`src/pkg/ccdc_regs.svh`:
```
// Constants of the caption decoder control and timing block.
// Assumes a 100 MHz system clock; included by the top and the bench.
`ifndef CCDC_REGS_SVH
`define CCDC_REGS_SVH

// ----------------------------------------------------------------------
// Register offsets and reset values
// ----------------------------------------------------------------------
`define CCDC_OFF_CTRL       8'h00
`define CCDC_OFF_BOX_DLY    8'h04
`define CCDC_OFF_STATUS     8'h08
`define CCDC_OFF_LAST_CMD   8'h0C
`define CCDC_CTRL_EDS_BIT   0
`define CCDC_CTRL_RGB_LSB   1
`define CCDC_CTRL_CPR_BIT   4
`define CCDC_CTRL_RST       3'h7

// ----------------------------------------------------------------------
// Serial commands
// ----------------------------------------------------------------------
`define CCDC_CMD_FULL_RST   8'h01
`define CCDC_CMD_CP_RST     8'h02
`define CCDC_CMD_SET_PFX    5'h10

// ----------------------------------------------------------------------
// Timing
// ----------------------------------------------------------------------
`define CCDC_CLK_NS         64'd10
`define CCDC_FH_MILLIHZ     64'd15734263
`define CCDC_TOL_PCT        64'd3
`define CCDC_LINE_CYC      (64'd1000000000000 / (`CCDC_FH_MILLIHZ * `CCDC_CLK_NS))
`define CCDC_LINE_MIN_CYC  (`CCDC_LINE_CYC * (64'd100 - `CCDC_TOL_PCT) / 64'd100)
`define CCDC_LINE_MAX_CYC  (`CCDC_LINE_CYC * (64'd100 + `CCDC_TOL_PCT) / 64'd100)
`define CCDC_DOTS_PER_LINE  64'd768
`define CCDC_NS_TO_DOTS(ns) ((ns) * `CCDC_DOTS_PER_LINE * `CCDC_FH_MILLIHZ / 64'd1000000000000)
`define CCDC_BOX_DLY_NS     64'd13600
`define CCDC_BOX_W_NS       64'd45018
`define CCDC_CHAR_W_NS      64'd42370
`define CCDC_BOX_DLY_DOTS   `CCDC_NS_TO_DOTS(`CCDC_BOX_DLY_NS)
`define CCDC_BOX_W_DOTS     `CCDC_NS_TO_DOTS(`CCDC_BOX_W_NS)
`define CCDC_CHAR_W_DOTS    `CCDC_NS_TO_DOTS(`CCDC_CHAR_W_NS)
`define CCDC_RUNIN_NS       64'd10500
`define CCDC_RUNIN_TOL_NS   64'd500
`define CCDC_RUNIN_MIN_CYC ((`CCDC_RUNIN_NS - `CCDC_RUNIN_TOL_NS + `CCDC_CLK_NS - 1) / `CCDC_CLK_NS)
`define CCDC_RUNIN_MAX_CYC ((`CCDC_RUNIN_NS + `CCDC_RUNIN_TOL_NS) / `CCDC_CLK_NS)
`define CCDC_VS_MIN_CYC    ((`CCDC_LINE_CYC * 64'd25 + 64'd9) / 64'd10)
`define CCDC_SERR_MAX_CYC  (`CCDC_LINE_CYC / 64'd8)
`define CCDC_MRST_NS        64'd100
`define CCDC_MRST_CYC      ((`CCDC_MRST_NS + `CCDC_CLK_NS - 1) / `CCDC_CLK_NS)
`define CCDC_VS_DET_LINE    9'd6
`define CCDC_CAP_LINE       9'd21

`endif

```
`src/pkg/ccdc_pkg.sv`:
```
// Types of the caption decoder control and timing block.
// Assumes nothing beyond the constants header.
package ccdc_pkg;

  // ----------------------------------------------------------------------
  // Pin groups and serial link states
  // ----------------------------------------------------------------------
  typedef struct packed {
    logic interface_style_select;
    logic decoder_power_or_serial_enable;
    logic channel_type_or_serial_data;
    logic language_select_or_serial_clock;
    logic master_reset_n;
    logic horizontal_timing_in;
    logic composite_sync_in;
    logic line21_data_in;
  } ccdc_pins_t;

  typedef struct packed {
    logic       box;
    logic       char_luma_out;
    logic [2:0] rgb;
  } ccdc_video_t;

  typedef enum logic [1:0] {
    CCDC_SER_IDLE  = 2'b00,
    CCDC_SER_SHIFT = 2'b01,
    CCDC_SER_EXEC  = 2'b11
  } ccdc_ser_state_t;

endpackage

```
`src/rtl/ccdc_top.sv`:
```
// Control and timing core of a line 21 caption decoder.
// Assumes pins arrive asynchronously; register port is on clk_sys.
// Operation
// - Style pin picks parallel or serial controls
// - Power pin: on/off, or serial frame enable
// - Channel pin: captions/text, or serial data
// - Language pin: language one/two, or clock
// - Active-high box keying over display area
// - Active-high luma and RGB character outputs
// - Box starts fixed delay after sync edge; here the delay is box_dly_q, writable
// - Either sync polarity, three percent line tolerance
// - Master reset low stops all circuits; here the register port and its settings keep running
// - Serial reset command equals master reset
// - Command reset clears display, keeps timing
// - Dot clock is 768 times line rate
// - Char video and box span their widths
// - Lock to long vertical sync, skip serrations
// - Expect run-in at nominal time after sync
// - Line 21 field one, extended data field two
// - Open-drain read bit, released on falls
//
// Our own choices: strobed register access and the address map.
`timescale 1ns/1ps
`include "ccdc_regs.svh"

module ccdc_top
  import ccdc_pkg::*;
(
  // Clock and reset
  input  wire logic        clk_sys,
  input  wire logic        rst,
  // Device pins
  input  wire ccdc_pins_t  pins,
  output ccdc_video_t      video_q,
  output logic             sda_out_q,
  output logic             sda_oe_q,
  // Register port
  input  wire logic [7:0]  addr,
  input  wire logic [31:0] wdata,
  input  wire logic        wr,
  input  wire logic        rd,
  output logic [31:0]      rdata_q
);

  function automatic logic in_range(input logic [15:0] v, input logic [15:0] lo,
                                    input logic [15:0] hi);
    in_range = (v >= lo) && (v < hi);
  endfunction

  // ----------------------------------------------------------------------
  // Pin synchronisers
  // ----------------------------------------------------------------------
  ccdc_pins_t pins_s1_q;
  ccdc_pins_t pins_s2_q;
  ccdc_pins_t pins_d_q;

  always_ff @(posedge clk_sys or posedge rst) begin
    if (rst) begin
      pins_s1_q <= '0;
      pins_s2_q <= '0;
      pins_d_q  <= '0;
    end else begin
      pins_s1_q <= pins;
      pins_s2_q <= pins_s1_q;
      pins_d_q  <= pins_s2_q;
    end
  end

  logic serial_mode;
  logic en_rise;
  logic en_fall;
  logic sck_rise;
  logic sck_fall;
  assign serial_mode = !pins_s2_q.interface_style_select;
  assign en_rise  = pins_s2_q.decoder_power_or_serial_enable
                    && !pins_d_q.decoder_power_or_serial_enable;
  assign en_fall  = !pins_s2_q.decoder_power_or_serial_enable
                    && pins_d_q.decoder_power_or_serial_enable;
  assign sck_rise = pins_s2_q.language_select_or_serial_clock
                    && !pins_d_q.language_select_or_serial_clock;
  assign sck_fall = !pins_s2_q.language_select_or_serial_clock
                    && pins_d_q.language_select_or_serial_clock;

  // ----------------------------------------------------------------------
  // Full reset
  // ----------------------------------------------------------------------
  logic [3:0] mrst_cnt_q;
  logic       ser_full_rst_q;
  logic       full_rst;

  always_ff @(posedge clk_sys or posedge rst) begin
    if (rst) begin
      mrst_cnt_q <= 4'h0;
    end else if (pins_s2_q.master_reset_n) begin
      mrst_cnt_q <= 4'h0;
    end else if (mrst_cnt_q != 4'(`CCDC_MRST_CYC)) begin
      mrst_cnt_q <= mrst_cnt_q + 4'h1;
    end
  end

  // Pin held long enough, or serial command, stops everything except the register port
  assign full_rst = (mrst_cnt_q == 4'(`CCDC_MRST_CYC)) || ser_full_rst_q;

  // ----------------------------------------------------------------------
  // Register port
  // ----------------------------------------------------------------------
  logic       eds_sel_q;
  logic [2:0] colour_q;
  logic [9:0] box_dly_q;
  logic       sw_cp_rst_q;

  always_ff @(posedge clk_sys or posedge rst) begin
    if (rst) begin
      eds_sel_q   <= 1'b0;
      colour_q    <= `CCDC_CTRL_RST;
      box_dly_q   <= 10'(`CCDC_BOX_DLY_DOTS);
      sw_cp_rst_q <= 1'b0;
    end else begin
      sw_cp_rst_q <= wr && (addr == `CCDC_OFF_CTRL) && wdata[`CCDC_CTRL_CPR_BIT];
      if (wr && (addr == `CCDC_OFF_CTRL)) begin
        eds_sel_q <= wdata[`CCDC_CTRL_EDS_BIT];
        colour_q  <= wdata[`CCDC_CTRL_RGB_LSB +: 3];
      end
      if (wr && (addr == `CCDC_OFF_BOX_DLY)) begin
        box_dly_q <= wdata[9:0];
      end
    end
  end

  // ----------------------------------------------------------------------
  // Horizontal timing
  // ----------------------------------------------------------------------
  logic        hpol_q;
  logic [13:0] hi_len_q;
  logic [13:0] lo_len_q;
  logic [13:0] line_cnt_q;
  logic [13:0] line_len_q;
  logic        h_lock_q;
  logic        h_lead;

  // Pulse level is whichever phase is shorter
  assign h_lead = hpol_q ? (pins_s2_q.horizontal_timing_in && !pins_d_q.horizontal_timing_in)
                         : (!pins_s2_q.horizontal_timing_in && pins_d_q.horizontal_timing_in);

  always_ff @(posedge clk_sys or posedge rst) begin
    if (rst) begin
      hpol_q     <= 1'b0;
      hi_len_q   <= 14'h0;
      lo_len_q   <= 14'h0;
      line_cnt_q <= 14'h0;
      line_len_q <= 14'(`CCDC_LINE_CYC);
      h_lock_q   <= 1'b0;
    end else if (full_rst) begin
      hpol_q     <= 1'b0;
      hi_len_q   <= 14'h0;
      lo_len_q   <= 14'h0;
      line_cnt_q <= 14'h0;
      line_len_q <= 14'(`CCDC_LINE_CYC);
      h_lock_q   <= 1'b0;
    end else begin
      if (pins_s2_q.horizontal_timing_in != pins_d_q.horizontal_timing_in) begin
        hpol_q <= pins_d_q.horizontal_timing_in ? (hi_len_q < lo_len_q)
                                                : (lo_len_q >= hi_len_q);
        // Clear the phase that starts, keep the one that just ended
        if (pins_d_q.horizontal_timing_in) begin
          lo_len_q <= 14'h0;
        end else begin
          hi_len_q <= 14'h0;
        end
      end else if (pins_s2_q.horizontal_timing_in && hi_len_q != 14'h3FFF) begin
        hi_len_q <= hi_len_q + 14'h1;
      end else if (!pins_s2_q.horizontal_timing_in && lo_len_q != 14'h3FFF) begin
        lo_len_q <= lo_len_q + 14'h1;
      end
      if (h_lead) begin
        line_cnt_q <= 14'h0;
        h_lock_q   <= in_range({2'b00, line_cnt_q}, 16'(`CCDC_LINE_MIN_CYC),
                               16'(`CCDC_LINE_MAX_CYC + 64'd1));
        if (in_range({2'b00, line_cnt_q}, 16'(`CCDC_LINE_MIN_CYC),
                     16'(`CCDC_LINE_MAX_CYC + 64'd1))) begin
          line_len_q <= line_cnt_q;
        end
      end else if (line_cnt_q != 14'h3FFF) begin
        line_cnt_q <= line_cnt_q + 14'h1;
      end
    end
  end

  // ----------------------------------------------------------------------
  // Dot clock, 768 ticks per measured line
  // ----------------------------------------------------------------------
  logic [13:0] dot_acc_q;
  logic [9:0]  dot_cnt_q;
  logic [13:0] acc_sum;
  assign acc_sum = dot_acc_q + 14'(`CCDC_DOTS_PER_LINE);

  always_ff @(posedge clk_sys or posedge rst) begin
    if (rst) begin
      dot_acc_q <= 14'h0;
      dot_cnt_q <= 10'h0;
    end else if (full_rst || h_lead) begin
      dot_acc_q <= 14'h0;
      dot_cnt_q <= 10'h0;
    end else if (acc_sum >= line_len_q) begin
      dot_acc_q <= acc_sum - line_len_q;
      if (dot_cnt_q != 10'(`CCDC_DOTS_PER_LINE - 64'd1)) begin
        dot_cnt_q <= dot_cnt_q + 10'h1;
      end
    end else begin
      dot_acc_q <= acc_sum;
    end
  end

  // ----------------------------------------------------------------------
  // Vertical sync and line count
  // ----------------------------------------------------------------------
  logic [13:0] vs_len_q;
  logic [13:0] serr_q;
  logic [13:0] vs_pos_q;
  logic        vs_done_q;
  logic        field2_q;
  logic [8:0]  line_num_q;
  logic        csync;
  assign csync = pins_s2_q.composite_sync_in;

  always_ff @(posedge clk_sys or posedge rst) begin
    if (rst) begin
      vs_len_q   <= 14'h0;
      serr_q     <= 14'h0;
      vs_pos_q   <= 14'h0;
      vs_done_q  <= 1'b0;
      field2_q   <= 1'b0;
      line_num_q <= 9'h0;
    end else if (full_rst) begin
      vs_len_q   <= 14'h0;
      serr_q     <= 14'h0;
      vs_pos_q   <= 14'h0;
      vs_done_q  <= 1'b0;
      field2_q   <= 1'b0;
      line_num_q <= 9'h0;
    end else begin
      if (csync) begin
        serr_q <= 14'h0;
        if (vs_len_q == 14'h0) begin
          vs_pos_q <= line_cnt_q;
        end
        if (vs_len_q != 14'h3FFF) begin
          vs_len_q <= vs_len_q + 14'h1;
        end
      end else if (serr_q < 14'(`CCDC_SERR_MAX_CYC)) begin
        serr_q <= serr_q + 14'h1;
        if (vs_len_q != 14'h0 && vs_len_q != 14'h3FFF) begin
          vs_len_q <= vs_len_q + 14'h1;
        end
      end else begin
        vs_len_q  <= 14'h0;
        vs_done_q <= 1'b0;
      end
      if (vs_len_q >= 14'(`CCDC_VS_MIN_CYC) && !vs_done_q) begin
        vs_done_q  <= 1'b1;
        field2_q   <= vs_pos_q >= (line_len_q >> 1);
        line_num_q <= `CCDC_VS_DET_LINE;
      end else if (h_lead && line_num_q != 9'h1FF) begin
        line_num_q <= line_num_q + 9'h1;
      end
    end
  end

  // Vertical lock stays from first detection until full reset
  logic v_lock_q;

  always_ff @(posedge clk_sys or posedge rst) begin
    if (rst) begin
      v_lock_q <= 1'b0;
    end else if (full_rst) begin
      v_lock_q <= 1'b0;
    end else if (vs_done_q) begin
      v_lock_q <= 1'b1;
    end
  end

  // ----------------------------------------------------------------------
  // Serial link
  // ----------------------------------------------------------------------
  ccdc_ser_state_t ser_state_q;
  logic [8:0]      ser_shift_q;
  logic [8:0]      last_cmd_q;
  logic            ser_cp_rst_q;
  logic            ser_drive_q;
  logic            ser_power_q;
  logic            ser_caption_q;
  logic            ser_lang1_q;
  logic            disp_valid_q;

  always_ff @(posedge clk_sys or posedge rst) begin
    if (rst) begin
      ser_state_q <= CCDC_SER_IDLE;
      ser_shift_q <= 9'h0;
    end else if (full_rst || !serial_mode) begin
      ser_state_q <= CCDC_SER_IDLE;
      ser_shift_q <= 9'h0;
    end else begin
      unique case (ser_state_q)
        CCDC_SER_IDLE: begin
          if (en_rise) begin
            ser_state_q <= CCDC_SER_SHIFT;
            ser_shift_q <= 9'h0;
          end
        end
        CCDC_SER_SHIFT: begin
          if (en_fall) begin
            ser_state_q <= CCDC_SER_EXEC;
          end else if (sck_rise) begin
            ser_shift_q <= {ser_shift_q[7:0], pins_s2_q.channel_type_or_serial_data};
          end
        end
        CCDC_SER_EXEC: begin
          ser_state_q <= CCDC_SER_IDLE;
        end
        default: begin
          ser_state_q <= CCDC_SER_IDLE;
        end
      endcase
    end
  end

  logic ser_exec;
  logic cmd_frame;
  assign ser_exec  = (ser_state_q == CCDC_SER_EXEC);
  assign cmd_frame = ser_exec && !ser_shift_q[8]; // Address bit low: command

  always_ff @(posedge clk_sys or posedge rst) begin
    if (rst) begin
      ser_full_rst_q <= 1'b0;
    end else begin
      ser_full_rst_q <= cmd_frame && (ser_shift_q[7:0] == `CCDC_CMD_FULL_RST);
    end
  end

  always_ff @(posedge clk_sys or posedge rst) begin
    if (rst) begin
      last_cmd_q    <= 9'h0;
      ser_cp_rst_q  <= 1'b0;
      ser_power_q   <= 1'b0;
      ser_caption_q <= 1'b0;
      ser_lang1_q   <= 1'b0;
    end else if (full_rst) begin
      last_cmd_q    <= 9'h0;
      ser_cp_rst_q  <= 1'b0;
      ser_power_q   <= 1'b0;
      ser_caption_q <= 1'b0;
      ser_lang1_q   <= 1'b0;
    end else begin
      ser_cp_rst_q <= cmd_frame && (ser_shift_q[7:0] == `CCDC_CMD_CP_RST);
      if (ser_exec) begin
        last_cmd_q <= ser_shift_q;
      end
      if (cmd_frame && ser_shift_q[7:3] == `CCDC_CMD_SET_PFX) begin
        ser_power_q   <= ser_shift_q[2];
        ser_caption_q <= ser_shift_q[1];
        ser_lang1_q   <= ser_shift_q[0];
      end
    end
  end

  // Open-drain read bit: pulls low only for a zero
  always_ff @(posedge clk_sys or posedge rst) begin
    if (rst) begin
      ser_drive_q <= 1'b0;
      sda_oe_q    <= 1'b0;
      sda_out_q   <= 1'b0;
    end else begin
      sda_out_q <= 1'b0;
      if (full_rst || !serial_mode || en_fall || sck_fall) begin
        ser_drive_q <= 1'b0;
        sda_oe_q    <= 1'b0;
      end else if (en_rise) begin
        ser_drive_q <= 1'b1;
        sda_oe_q    <= !disp_valid_q;
      end else begin
        sda_oe_q <= ser_drive_q && !disp_valid_q;
      end
    end
  end

  // ----------------------------------------------------------------------
  // Mode selection and caption presence
  // ----------------------------------------------------------------------
  logic power_on;
  logic caption_sel;
  logic lang1_sel;
  logic runin_win;
  logic data_rise;
  assign power_on    = serial_mode ? ser_power_q
                                   : pins_s2_q.decoder_power_or_serial_enable;
  assign caption_sel = serial_mode ? ser_caption_q
                                   : pins_s2_q.channel_type_or_serial_data;
  assign lang1_sel   = serial_mode ? ser_lang1_q
                                   : pins_s2_q.language_select_or_serial_clock;
  assign runin_win = in_range({2'b00, line_cnt_q}, 16'(`CCDC_RUNIN_MIN_CYC),
                              16'(`CCDC_RUNIN_MAX_CYC + 64'd1));
  assign data_rise = pins_s2_q.line21_data_in && !pins_d_q.line21_data_in;

  always_ff @(posedge clk_sys or posedge rst) begin
    if (rst) begin
      disp_valid_q <= 1'b0;
    end else if (full_rst) begin
      disp_valid_q <= 1'b0;
    end else if (line_num_q == `CCDC_CAP_LINE && field2_q == eds_sel_q
                 && runin_win && data_rise && v_lock_q) begin
      disp_valid_q <= 1'b1;
    end else if (ser_cp_rst_q || sw_cp_rst_q) begin
      disp_valid_q <= 1'b0;
    end
  end

  // ----------------------------------------------------------------------
  // Keying and character video
  // ----------------------------------------------------------------------
  logic [15:0] box_lo;
  logic [15:0] char_lo;
  logic        show;
  assign box_lo  = {6'h00, box_dly_q};
  assign char_lo = box_lo + 16'((`CCDC_BOX_W_DOTS - `CCDC_CHAR_W_DOTS) / 64'd2);
  assign show    = power_on && disp_valid_q && h_lock_q && (line_num_q > `CCDC_CAP_LINE);

  always_ff @(posedge clk_sys or posedge rst) begin
    if (rst) begin
      video_q <= '0;
    end else if (full_rst) begin
      video_q <= '0;
    end else begin
      video_q.box <= show && in_range({6'h00, dot_cnt_q}, box_lo,
                                      box_lo + 16'(`CCDC_BOX_W_DOTS));
      video_q.char_luma_out <= show && in_range({6'h00, dot_cnt_q}, char_lo,
                                                char_lo + 16'(`CCDC_CHAR_W_DOTS));
      video_q.rgb <= (show && in_range({6'h00, dot_cnt_q}, char_lo,
                                       char_lo + 16'(`CCDC_CHAR_W_DOTS)))
                     ? colour_q : 3'h0;
    end
  end

  // ----------------------------------------------------------------------
  // Read data
  // ----------------------------------------------------------------------
  always_ff @(posedge clk_sys or posedge rst) begin
    if (rst) begin
      rdata_q <= 32'h0;
    end else if (rd) begin
      unique case (addr)
        `CCDC_OFF_CTRL:     rdata_q <= {28'h0, colour_q, eds_sel_q};
        `CCDC_OFF_BOX_DLY:  rdata_q <= {22'h0, box_dly_q};
        `CCDC_OFF_STATUS:   rdata_q <= {24'h0, serial_mode, disp_valid_q, lang1_sel,
                                        caption_sel, power_on, field2_q, hpol_q, h_lock_q};
        `CCDC_OFF_LAST_CMD: rdata_q <= {23'h0, last_cmd_q};
        default:            rdata_q <= 32'h0;
      endcase
    end else begin
      rdata_q <= 32'h0;
    end
  end

endmodule

```
`config.mk`:
```
export PLATFORM = sky130hd
export DESIGN_NAME = ccdc_top
export DESIGN_NICKNAME = d
export VERILOG_FILES = /design/src/pkg/ccdc_pkg.sv /design/src/rtl/ccdc_top.sv
export VERILOG_INCLUDE_DIRS = /design/src /design/src/pkg
export SDC_FILE = /design/constraint.sdc
export NUM_CORES = 1
export LEC_CHECK = 0
export ABC_CLOCK_PERIOD_IN_PS = 8400
export BUFFER_PORTS_ARGS = -buffer_cell sky130_fd_sc_hd__buf_2
export CAP_MARGIN = 20
export CORE_MARGIN = 5
export CORE_UTILIZATION = 30
export CTS_BUF_LIST = sky130_fd_sc_hd__clkbuf_8 sky130_fd_sc_hd__clkbuf_16
export CTS_CLUSTER_DIAMETER = 30
export CTS_CLUSTER_SIZE = 25
export DETAILED_ROUTE_END_ITERATION = 8
export RECOVER_POWER = 100
export SETUP_SLACK_MARGIN = 0.4
export SYNTH_ARGS = -nofsm -noshare
export SYNTH_HDL_FRONTEND = slang
export SYNTH_SLANG_ARGS = --single-unit
```
`constraint.sdc`:
```
create_clock -name clk_sys -period 8.4 [get_ports clk_sys]
set_input_delay 0.42 -clock clk_sys [delete_from_list [all_inputs] [get_ports clk_sys]]
set_output_delay 0.42 -clock clk_sys [all_outputs]
set_load 0.02 [all_outputs]
```
Word-level counts from Yosys, hierarchy flattened
Index checks and enable logic that the tools add are counted.
- bits in registers: 240
- bits of input ports: 52
- logic and storage cells: 278
- add/sub/neg operators: 13
- order comparisons: 15
- equality and inequality tests: 30
- mux-type cells: 82
- reductions and logical operators: 83
- operators by type and width (operator ; count):
    $mux 14 ; 28
    $mux 9 ; 9
    $add 14x1->14 const B ; 5
    $ne 14x14->1 const B ; 4
    $pmux 10 s4 ; 1
    $logic_and 1x1->1 ; 33
    $mux 32 ; 1
    $mux 1 ; 31
    $mux 10 ; 3
    $ge 14x14->1 ; 2
    $reduce_bool 2->1 ; 13
    $ne 3x3->1 const B ; 7
    $reduce_bool 3->1 ; 7
    $pmux 9 s2 ; 1
    $eq 8x4->1 const B ; 2
    $add 14x10->14 const B ; 1
    $ge 14x10->1 const B ; 1
    $ge 14x13->1 ; 1
    $ge 14x13->1 const B ; 1
    $ge 14x14->1 const B ; 1
    $logic_not 14->1 ; 1
    $lt 14x10->1 const B ; 1
    $lt 14x11->1 const B ; 1
    $lt 14x13->1 const B ; 1
    other kinds (42) ; 67

Logic depth before layout (Yosys ltp)
Gate-level depths: netlist (run 1).
- depth after elaboration: 7
- mapped depth: 12

Worst setup path before layout (run 1)
Ideal clock, no wire load.
- path kind: register to register
- start point: register line_len_q[0]
- end point: register dot_acc_q[8]
- library setup time: 0.094 ns
- data arrival time: 2.549 ns
- data required time: 8.306 ns
- slack: 5.757 ns
- stages on the path, launching flop included: 12
- path buffers: 1
- period minus slack after synthesis: 2.643 ns
- cells stage by stage: dfstp_2 ha_1 inv_1 fa_1 a211oi_1 nor2_1 o2111a_1 nor2_1 o21a_1 buf_2 nor2_1 a211oi_1
- longest elaborated chain between the ends: 3
- elaborated cells between the ends (all ways): 4
- RTL lines (what ; RTL line ; text):
    from (decl) ; ccdc_top.sv:137 ; logic [13:0] line_len_q;
    from (signal assigned) ; ccdc_top.sv:151 ; line_len_q <= 14'(`CCDC_LINE_CYC);
    from (signal assigned) ; ccdc_top.sv:158 ; line_len_q <= 14'(`CCDC_LINE_CYC);
    from (signal assigned) ; ccdc_top.sv:181 ; line_len_q <= line_cnt_q;
    $sub 14x14->14 / $ge 14x14->1 (equally long branches) ; ccdc_top.sv:205, ccdc_top.sv:204 ;
    $mux 14 * ; ccdc_top.sv:204 ; end else if (acc_sum >= line_len_q) begin
    $mux 14 * ; ccdc_top.sv:201 ; end else if (full_rst || h_lead) begin
    to (signal assigned) ; ccdc_top.sv:205 ; dot_acc_q <= acc_sum - line_len_q;
    to (signal assigned) ; ccdc_top.sv:210 ; dot_acc_q <= acc_sum;
    to (decl) ; ccdc_top.sv:192 ; logic [13:0] dot_acc_q;
Mark *: on every way between the ends. The rest lies on a longest branch, timed or not.
A chain may end at the register's enable or synchronous reset.

Worst setup path after layout (run 1)
- start point: register dot_acc_q[8]
- end point: register dot_acc_q[13]
- longest elaborated chain between the ends: 4
- elaborated cells between the ends (all ways): 5
- RTL lines (what ; RTL line ; text):
    $add 14x10->14 * ; ccdc_top.sv:195 ; assign acc_sum = dot_acc_q + 14'(`CCDC_DOTS_PER_LINE);
    $sub 14x14->14 / $ge 14x14->1 (equally long branches) ; ccdc_top.sv:205, ccdc_top.sv:204 ;
    $mux 14 * ; ccdc_top.sv:204 ;
    $mux 14 * ; ccdc_top.sv:201 ;
Marks and branches as above.

==> impl_metrics.env, run 1 <==
export IMPL_critical_path_arrival_ps=4770
export IMPL_rsz0062_at_grt="no"
export IMPL_yosysWarnings=0
export IMPL_routabilityCongestion=0.832
export IMPL_post_place_cells=1842
export IMPL_setup_ws_ps=4050
export IMPL_worst_setup_path_type="reg2reg"
export IMPL_ys_seq_area_share_pct=44.3
export IMPL_postSynthAreaPerCell_um2=9.50
export IMPL_area_delta_synth_final_pct=19.6
export IMPL_antenna_found_initial=0
export IMPL_p_total_mw=4.33
export IMPL_drv_slew=206
export IMPL_fin_crit_sh_pct=51.8
export IMPL_synth_edf_count=0
export IMPL_crit_path_end_kind="flop"
export IMPL_max_slew_margin_pct=-186
export IMPL_fin_setup_tns_ps=0
export IMPL_drt_iter0_drc=599
export IMPL_cpLargestDelayFamily="compound AO/OA/AOI/OAI gates"
export IMPL_clock_skew_ps=18.2
export IMPL_worstPathBufferInverterCount=1
export IMPL_synth_area_top_cells="dfrtp_1 (42%), ha_1 (9.0%), nor2_1 (4.8%), nand2_1 (3.9%), xnor2_1 (3.8%)"
export IMPL_clkTransAtPathRegs_ps=50
export IMPL_drt_first_pass_iters=5
export IMPL_finalSetupViolCount=0
export IMPL_yosysUniqueCellTypes=74
export IMPL_io_pins=91
export IMPL_crit_slowest_cell="o21ai_0"
export IMPL_die_w_um=213
export IMPL_syn_area_mm2=0.0123
export IMPL_wl_um=27900
export IMPL_power_density_mw_per_mm2=294
export IMPL_vias=9487
export IMPL_drive_above_1_share_pct=11.4
export IMPL_cts_tree="built"
export IMPL_clock_sinks=218
export IMPL_cts_root_buf="clkbuf_16"
export IMPL_reg2reg_slack_ps=4050
export IMPL_port_buffers=45
export IMPL_crit_fanout=18
export IMPL_path_common_cell="ha_1"
export IMPL_layout_cells_non_filler=1941
export IMPL_drc=0
export IMPL_antenna_cells=0
export IMPL_ir_drop_mv=0.190
export IMPL_start_util_pct=30.3
export IMPL_min_period_ps=4350
export IMPL_worstHoldPathType="in2reg"
export IMPL_clk_path_buf_depth=3
export IMPL_status="complete, but fails checks"
export IMPL_final_common_cell="dfrtp_1"
export IMPL_yosysTopAreaCell="dfrtp_1"
export IMPL_dp_slack_ps=5200
export IMPL_grt_max_degree=96
export IMPL_drv_cap=4
export IMPL_start_kind="flop"
export IMPL_grt_pass1_vias=9538
export IMPL_htreeDepth=2
export IMPL_hold_viol_final=0
export IMPL_numCtsBuffers=49
export IMPL_mostFrequentLayoutCells="dfrtp_1 (205), nor2_1 (159), nand2_1 (127)"
export IMPL_fp_dieH_um=213
export IMPL_syn_inst=1299
export IMPL_avgViaCountPerCell=4.89
export IMPL_cpPeakStageDelay_ps=1570
export IMPL_p_leak_nw=6.75
export IMPL_worst_pin_slew_ps=4270
export IMPL_antenna_left=0
export IMPL_cts_setup_buffers=0
export IMPL_required_ps=8820
export IMPL_crit_chain="inv_1 > ha_1 > xnor2_1 > ha_1 > and2_0 > and3_1 > o2111a_1 > nor2_1 > o21ai_0 > o2111ai_1 > a21oi_1"
export IMPL_num_rows=74
export IMPL_nNetsFinal=1512
export IMPL_synthArstFlopShare_pct=100
export IMPL_synth_main_ff_cell="dfrtp_1"
export IMPL_wl_per_cell_um=14.3
export IMPL_post_dp_hpwl_um=19200
export IMPL_grt_total_usage_pct=12.2
export IMPL_violations="max-capacitance violations, max-slew violations"
export IMPL_grt_pass1_wl_um=46800
export IMPL_core_mm2=0.0407
export IMPL_ys_seq_elements=218
export IMPL_grt_overflow=0
export IMPL_fmax_ghz=0.230
export IMPL_die_area_mm2=0.0453
export IMPL_clk_latency_ps=540
export IMPL_yosysTopAreaCellShare_pct=41.5
==> state kept, by name, summed over array words and instances, names as in the netlist, 3 cells and up <==
signal	flops
ser_shift_q	9
vs_pos_q	14
line_len_q	14
colour_q	3
video_q	5
pins_d_q	4
mrst_cnt_q	4
hi_len_q	14
pins_s2_q	7
lo_len_q	14
last_cmd_q	9
serr_q	14
vs_len_q	14
rdata_q	10
line_cnt_q	14
dot_acc_q	14
dot_cnt_q	10
box_dly_q	10
pins_s1_q	8
line_num_q	9
==> synthesized netlist by cell type, types with 10 or more instances <==
| library cell | count |
|---|---|
| nor2_1 | 159 |
| buf_4 | 23 |
| o21ai_0 | 39 |
| xor2_1 | 33 |
| nand2_1 | 128 |
| nand3_1 | 47 |
| nor4_1 | 10 |
| dfrtp_1 | 205 |
| or3_1 | 15 |
| mux2i_1 | 28 |
| xnor2_1 | 53 |
| mux2_2 | 18 |
| a211oi_1 | 15 |
| clkbuf_1 | 26 |
| a21oi_1 | 68 |
| and2_1 | 10 |
| nor3_1 | 27 |
| a22o_1 | 10 |
| dfstp_2 | 13 |
| and3_1 | 22 |
| a31oi_1 | 12 |
| ha_1 | 89 |
| nand4_1 | 36 |
| inv_1 | 71 |
==> power by group <==
group / leakage, nW / internal, mW / switching, mW
clock network: 0.832 / 1.30 / 0.635
registers: 2.88 / 1.18 / 0.125
logic: 3.04 / 0.448 / 0.653
total: 6.75 / 2.92 / 1.41
==> per-stage QoR <==
stage / instance area [µm²] / utilization (%) / hold slack [ps]
finish: 14800 / 36.2 / 116
global route: 14800 / 36.2 / 105
CTS: 14800 / 36.4 / 36.1
detailed placement: 13000 / 32.0 / 340
global placement: 13000 / 32.0 / 341
floorplan: 12400 / - / 331
==> routing by layer <==
layer | up-vias | part of all wire [%] | global-route usage [%]
met1 | 4525 | 47 | 16.4
met5 | - | 0 | 0
met4 | 0 | 2.6 | 4.08
met3 | 63 | 4.9 | 2.66
met2 | 181 | 45 | 19.8
li1 | 4718 | - | -
==> worst register-to-register path: stages (launching register included) <==
cell and delay (ps):
dfrtp_1 410, inv_1 80, ha_1 230, xnor2_1 190
ha_1 380, and2_0 320, and3_1 230, o2111a_1 240
nor2_1 70, o21ai_0 1570, o2111ai_1 290, a21oi_1 240
==> area by class of cell <==
| cell class | instances | area (µm²) |
|---|---|---|
| repair buffers | 60 | 317 |
| fillers | 4062 | 26000 |
| clock buffers | 52 | 1280 |
| multi-input cells | 970 | 6340 |
| flip-flops and latches | 218 | 5470 |
| inverters | 71 | 268 |
| well taps | 532 | 666 |
| clock inverters | 38 | 419 |
==> timing repair <==
action	CTS	global route
hold buffers	8	0
endpoints found under the hold margin	8	0
gates resized for setup	0	0
==> final timing paths <==
| kind | start | endpoint | cells after the start |
|---|---|---|---|
| max | dot_acc_q[8] | dot_acc_q[13] | 11 |
| min | wdata[5] | box_dly_q[5] | 2 |
| max reg2reg | dot_acc_q[8] | dot_acc_q[13] | 11 |
| min reg2reg | pins_s1_q[7] | pins_s2_q[7] | 0 |
| max in group asynchronous | rst | lo_len_q[9] | 3 |
| min in group asynchronous | rst | pins_s1_q[2] | 2 |
==> cells by family (layout without fill, tap and decap cells) <==
| kind of cell | Yosys count | after routing | share of synthesized area [%] |
|---|---|---|---|
| fa+ha+maj | 90 | 90 | 9.18 |
| flops | 218 | 218 | 44.3 |
| mux | 50 | 50 | 4.28 |
| xor+xnor | 86 | 86 | 6.10 |
| buf+inv | 133 | 221 | 4.83 |
| other cells | 1 | 23 | 0.0304 |
| simple gates | 499 | 499 | 19.5 |
| compound gates | 222 | 222 | 11.8 |
(Power assumes the default switching activity.)
==> run 2, diff against run 1 <==
--- a/config.mk
+++ b/config.mk
@@ -6,7 +6,7 @@
 export SDC_FILE = /design/constraint.sdc
 export NUM_CORES = 1
 export LEC_CHECK = 0
-export ABC_CLOCK_PERIOD_IN_PS = 8400
+export ABC_CLOCK_PERIOD_IN_PS = 4000
 export BUFFER_PORTS_ARGS = -buffer_cell sky130_fd_sc_hd__buf_2
 export CAP_MARGIN = 20
 export CORE_MARGIN = 5
==> constraint.sdc (replaced) <==
create_clock -name clk_sys -period 4 [get_ports clk_sys]
set_input_delay 0.2 -clock clk_sys [delete_from_list [all_inputs] [get_ports clk_sys]]
set_output_delay 0.2 -clock clk_sys [all_outputs]
set_load 0.02 [all_outputs]
==> impl_metrics.env, run 2 (synthesis results as in run 1) <==
export IMPL_clkPwrFrac_pct=43.9
export IMPL_port_buffers=45
export IMPL_reg2regPathDepth=12
export IMPL_grt_overflow=0
export IMPL_vias=9614
export IMPL_timing_rr_end="dot_acc_q[0]"
export IMPL_wl_um=28100
export IMPL_regArea_mm2=0.00547
export IMPL_clk_latency_ps=530
export IMPL_num_rows=74
export IMPL_post_dp_hpwl_um=19700
export IMPL_finalSetupViolCount=0
export IMPL_die_area_mm2=0.0453
export IMPL_status="complete, but fails checks"
export IMPL_io_pins=91
export IMPL_drc=0
export IMPL_power_density_mw_per_mm2=610
export IMPL_ir_drop_mv=0.380
export IMPL_p_seq_share_pct=30.1
export IMPL_antenna_left=0
export IMPL_cts_setup_buffers=0
export IMPL_wl_per_cell_um=14.4
export IMPL_drv_cap=2
export IMPL_drt_iter0_drc=610
export IMPL_core_mm2=0.0407
export IMPL_crit_path_end_kind="flop"
export IMPL_drt_first_pass_iters=5
export IMPL_reg2reg_slack_ps=670
export IMPL_worst_setup_path_type="reg2reg"
export IMPL_routabilityCongestion=0.847
export IMPL_clock_sinks=218
export IMPL_nNetsFinal=1527
export IMPL_cts_root_buf="clkbuf_16"
export IMPL_p_comb_share_pct=26.0
export IMPL_area_delta_synth_final_pct=20.3
export IMPL_start_util_pct=30.3
export IMPL_clkTransAtPathRegs_ps=50
export IMPL_min_period_ps=3330
export IMPL_fmax_ghz=0.300
export IMPL_p_int_mw=6.07
export IMPL_setup_ws_ps=670
export IMPL_final_common_cell="dfrtp_1"
export IMPL_post_cts_resized=0
export IMPL_clk_path_buf_depth=3
export IMPL_worst_pin_slew_ps=1840
export IMPL_worstHoldPathType="in2reg"
export IMPL_critical_path_arrival_ps=3740
export IMPL_min_from="wr"
export IMPL_required_ps=4410
export IMPL_switchingPower_mw=2.99
export IMPL_grt_pass1_wl_um=47400
export IMPL_antenna_found_initial=0
export IMPL_grt_max_degree=84
export IMPL_grt_pass1_vias=9679
export IMPL_max_slew_margin_pct=-22.9
export IMPL_avgViaCountPerCell=4.92
export IMPL_crit_fanout=10
export IMPL_rsz0062_at_grt="no"
export IMPL_cts_tree="built"
export IMPL_p_sw_share_pct=33.0
export IMPL_postLayoutCoreUtil_pct=36.5
export IMPL_fin_crit_sh_pct=83.3
export IMPL_multi_input_area_mm2=0.00633
export IMPL_drive_above_1_share_pct=11.4
export IMPL_fillers=4094
export IMPL_violations="max-capacitance violations, max-slew violations"
export IMPL_hold_viol_final=0
export IMPL_start_kind="flop"
export IMPL_drv_slew=47
export IMPL_die_w_um=213
export IMPL_r2r_start="dot_acc_q[8]"
export IMPL_dp_slack_ps=921
export IMPL_mostFrequentLayoutCells="dfrtp_1 (205), nor2_1 (159), nand2_1 (128)"
export IMPL_grt_total_usage_pct=12.4
export IMPL_htreeDepth=2
export IMPL_fp_dieH_um=213
export IMPL_hold_path_end="sw_cp_rst_q"
export IMPL_min_path_cells=2
export IMPL_antenna_cells=0
export IMPL_fin_setup_tns_ps=0
export IMPL_p_leak_nw=6.81
export IMPL_clock_skew_ps=12.5
export IMPL_numCtsBuffers=49
-- run 2: layout make-up --
type                       count  area share (%)
clock buffer                  53            8.62
clock inverter                35            2.53
sequential                   218            36.8
inverter                      71            1.80
tap                          532            4.48
multi-input combinational    970            42.6
timing repair buffer          75            3.12
-- run 2: worst max path at each step --
| stage | start | to | slack [ps] | cells past startpoint |
|---|---|---|---|---|
| CTS | line_len_q[0] | dot_acc_q[8] | 940 | 10 |
| finish | dot_acc_q[8] | dot_acc_q[0] | 670 | 12 |
| global placement | line_len_q[0] | dot_acc_q[8] | 980 | 10 |
| detailed placement | line_len_q[0] | dot_acc_q[8] | 920 | 10 |
| global route | line_len_q[0] | dot_cnt_q[0] | 410 | 10 |
| floorplan | rst | box_dly_q[0] | 970 | 1 |
-- run 2: stage by stage --
step | power, mW | hold slack, ps | area (µm²) | std cells
CTS | 9.18 | 3.33 | 14900 | 1954
global placement | 5.04 | 309 | 13100 | 1847
floorplan | 4.59 | 231 | 12400 | 1321
detailed placement | 5.11 | 310 | 13100 | 1847
global route | 9.63 | 6.33 | 14900 | 1954
finish | 9.07 | 32.7 | 14900 | 1954
-- run 2: per-layer routing --
layer  wire length [µm]  global-route usage, %  vias up  share of wire (%)
met5                  0                      0        -                  0
met4                719                   3.82        0                2.6
met3               1270                   2.39       60                4.5
met2              12900                   20.3      169                 46
met1              13200                   16.8     4642                 47
li1                   -                      -     4743                  -
-- run 2: critical path, stage by stage, from the launching register on --
cell	delay (ps)
dfrtp_1	390
inv_1	100
ha_1	230
xnor2_1	160
ha_1	350
and2_0	310
and3_1	220
o2111a_1	230
nor2_1	80
o21ai_2	370
clkbuf_1	450
nor2_1	90
a211oi_1	230
-- run 2: power groups by stage --
stage / logic [mW] / clock network [mW] / registers [mW]
2_1_floorplan: 1.92 / 0 / 2.67
3_3_place_gp: 2.30 / 0 / 2.75
3_5_place_dp: 2.35 / 0 / 2.76
4_1_cts: 2.38 / 4.07 / 2.73
5_1_grt: 2.67 / 4.19 / 2.77
6_report: 2.36 / 3.98 / 2.73
-- run 2: what timing repair did --
action                                  CTS  global route
endpoints found under the setup margin    0             0
hold buffers                             19             0
endpoints found under the hold margin    52             0
==> run 3, diff against run 2 <==
--- a/config.mk
+++ b/config.mk
@@ -6,7 +6,7 @@
 export SDC_FILE = /design/constraint.sdc
 export NUM_CORES = 1
 export LEC_CHECK = 0
-export ABC_CLOCK_PERIOD_IN_PS = 4000
+export ABC_CLOCK_PERIOD_IN_PS = 3300
 export BUFFER_PORTS_ARGS = -buffer_cell sky130_fd_sc_hd__buf_2
 export CAP_MARGIN = 20
 export CORE_MARGIN = 5
==> constraint.sdc (replaced) <==
create_clock -name clk_sys -period 3.3 [get_ports clk_sys]
set_input_delay 0.165 -clock clk_sys [delete_from_list [all_inputs] [get_ports clk_sys]]
set_output_delay 0.165 -clock clk_sys [all_outputs]
set_load 0.02 [all_outputs]
==> impl_metrics.env, run 3 (synthesis results as in run 1) <==
export IMPL_status="complete, but fails checks"
export IMPL_violations="max-capacitance violations, max-slew violations"
export IMPL_wl_per_cell_um=14.5
export IMPL_reg2regPathDepth=11
export IMPL_grt_total_usage_pct=12.6
export IMPL_area_delta_synth_final_pct=20.5
export IMPL_antenna_left=0
export IMPL_grt_max_degree=69
export IMPL_power_density_mw_per_mm2=731
export IMPL_clkTransAtPathRegs_ps=50
export IMPL_finalSetupViolCount=0
export IMPL_antenna_found_initial=0
export IMPL_core_mm2=0.0407
export IMPL_critical_path_arrival_ps=3400
export IMPL_reg2reg_slack_ps=340
export IMPL_clock_sinks=218
export IMPL_cts_tree="built"
export IMPL_drive_above_1_share_pct=11.9
export IMPL_worst_setup_path_type="reg2reg"
export IMPL_io_pins=91
export IMPL_hold_path_end="rdata_q[3]"
export IMPL_nNetsFinal=1534
export IMPL_clock_skew_ps=24.4
export IMPL_grt_overflow=0
export IMPL_routabilityCongestion=0.847
export IMPL_start_util_pct=30.3
export IMPL_timing_rr_end="dot_acc_q[4]"
export IMPL_numCtsBuffers=46
export IMPL_min_period_ps=2960
export IMPL_final_area_mm2=0.0149
export IMPL_crit_path_end_kind="flop"
export IMPL_post_place_cells=1851
export IMPL_drc=0
export IMPL_grt_pass1_wl_um=47800
export IMPL_die_area_mm2=0.0453
export IMPL_layout_cells_non_filler=1959
export IMPL_antenna_cells=0
export IMPL_r2r_start="line_len_q[0]"
export IMPL_post_dp_hpwl_um=19800
export IMPL_fin_setup_tns_ps=0
export IMPL_ir_drop_mv=0.475
export IMPL_p_leak_nw=6.81
export IMPL_mostFrequentLayoutCells="dfrtp_1 (204), nor2_1 (158), nand2_1 (128)"
export IMPL_drv_slew=37
export IMPL_max_slew_margin_pct=-19.3
export IMPL_port_buffers=45
export IMPL_worst_pin_slew_ps=1780
export IMPL_die_w_um=213
export IMPL_startpoint="line_len_q[0]"
export IMPL_fp_dieH_um=213
export IMPL_start_kind="flop"
export IMPL_crit_fanout=6
export IMPL_min_from="addr[3]"
export IMPL_htreeDepth=2
export IMPL_grt_pass1_vias=9545
export IMPL_rsz0062_at_grt="no"
export IMPL_fmax_ghz=0.338
export IMPL_clk_path_buf_depth=3
export IMPL_num_rows=74
export IMPL_clk_latency_ps=540
export IMPL_min_path_cells=2
export IMPL_wl_um=28400
export IMPL_required_ps=3740
export IMPL_hold_viol_final=0
export IMPL_fin_crit_sh_pct=89.7
export IMPL_placed_area_mm2=0.0131
export IMPL_avgViaCountPerCell=4.91
export IMPL_final_common_cell="dfrtp_1"
export IMPL_cts_root_buf="clkbuf_16"
export IMPL_drt_iter0_drc=558
export IMPL_vias=9622
export IMPL_worstHoldPathType="in2reg"
export IMPL_drv_cap=1
export IMPL_drt_first_pass_iters=5
-- run 3: how the worst max path moves through the flow --
stage,endpoint,slack (ps)
2_1_floorplan,box_dly_q[0],310
3_3_place_gp,dot_cnt_q[9],280
3_5_place_dp,dot_acc_q[8],240
4_1_cts,dot_acc_q[8],390
5_1_grt,dot_acc_q[3],240
6_report,dot_acc_q[4],340
-- run 3: area by class of cell --
cell class                 count  area [µm²]
clock buffer                  52        1270
timing repair buffer          84         544
multi-input combinational    971        6380
clock inverter                31         270
tap                          532         666
inverter                      71         268
sequential                   218        5470
fill                        4084       25900
-- run 3: metal layers --
layer  vias to the layer above  global-route usage (%)  wire (µm)
met3                        52                    2.56       1510
li1                       4755                       -          -
met5                         -                       0          0
met2                       213                    20.2      13100
met4                         0                    4.30        724
met1                      4602                    17.1      13000
-- run 3: where the power goes --
group          switching, mW  internal [mW]  total (mW)
clock network           1.61           2.89        4.49
registers              0.321           2.99        3.31
logic                   1.79           1.27        3.06
total                   3.72           7.15        10.9
-- run 3: worst max-delay path: stages (launching register included) --
cell	delay, ps
dfstp_1	530
ha_1	160
inv_1	50
fa_1	400
a211oi_1	430
nor2_1	170
o2111a_1	340
nor2_4	170
o21a_1	290
buf_4	180
nand2_1	50
a21oi_1	120
-- run 3: what timing repair did --
action	4_1_cts	5_1_grt
gates resized for setup	3	17
endpoints found under the hold margin	58	0
setup endpoints to repair	15	28
pin swaps	0	4
cloned	0	1
setup buffers	0	4
hold buffers	20	0
-- run 3: through the flow --
stage	util (%)	hold slack, ps	setup WS, ps	power, mW
final	36.5	61.2	339	10.9
after detailed placement	32.3	274	236	6.19
after CTS	36.6	49.7	394	10.8
after floorplan	-	196	306	5.56
after global routing	36.5	66.0	239	11.5
after global placement	32.3	276	278	6.11
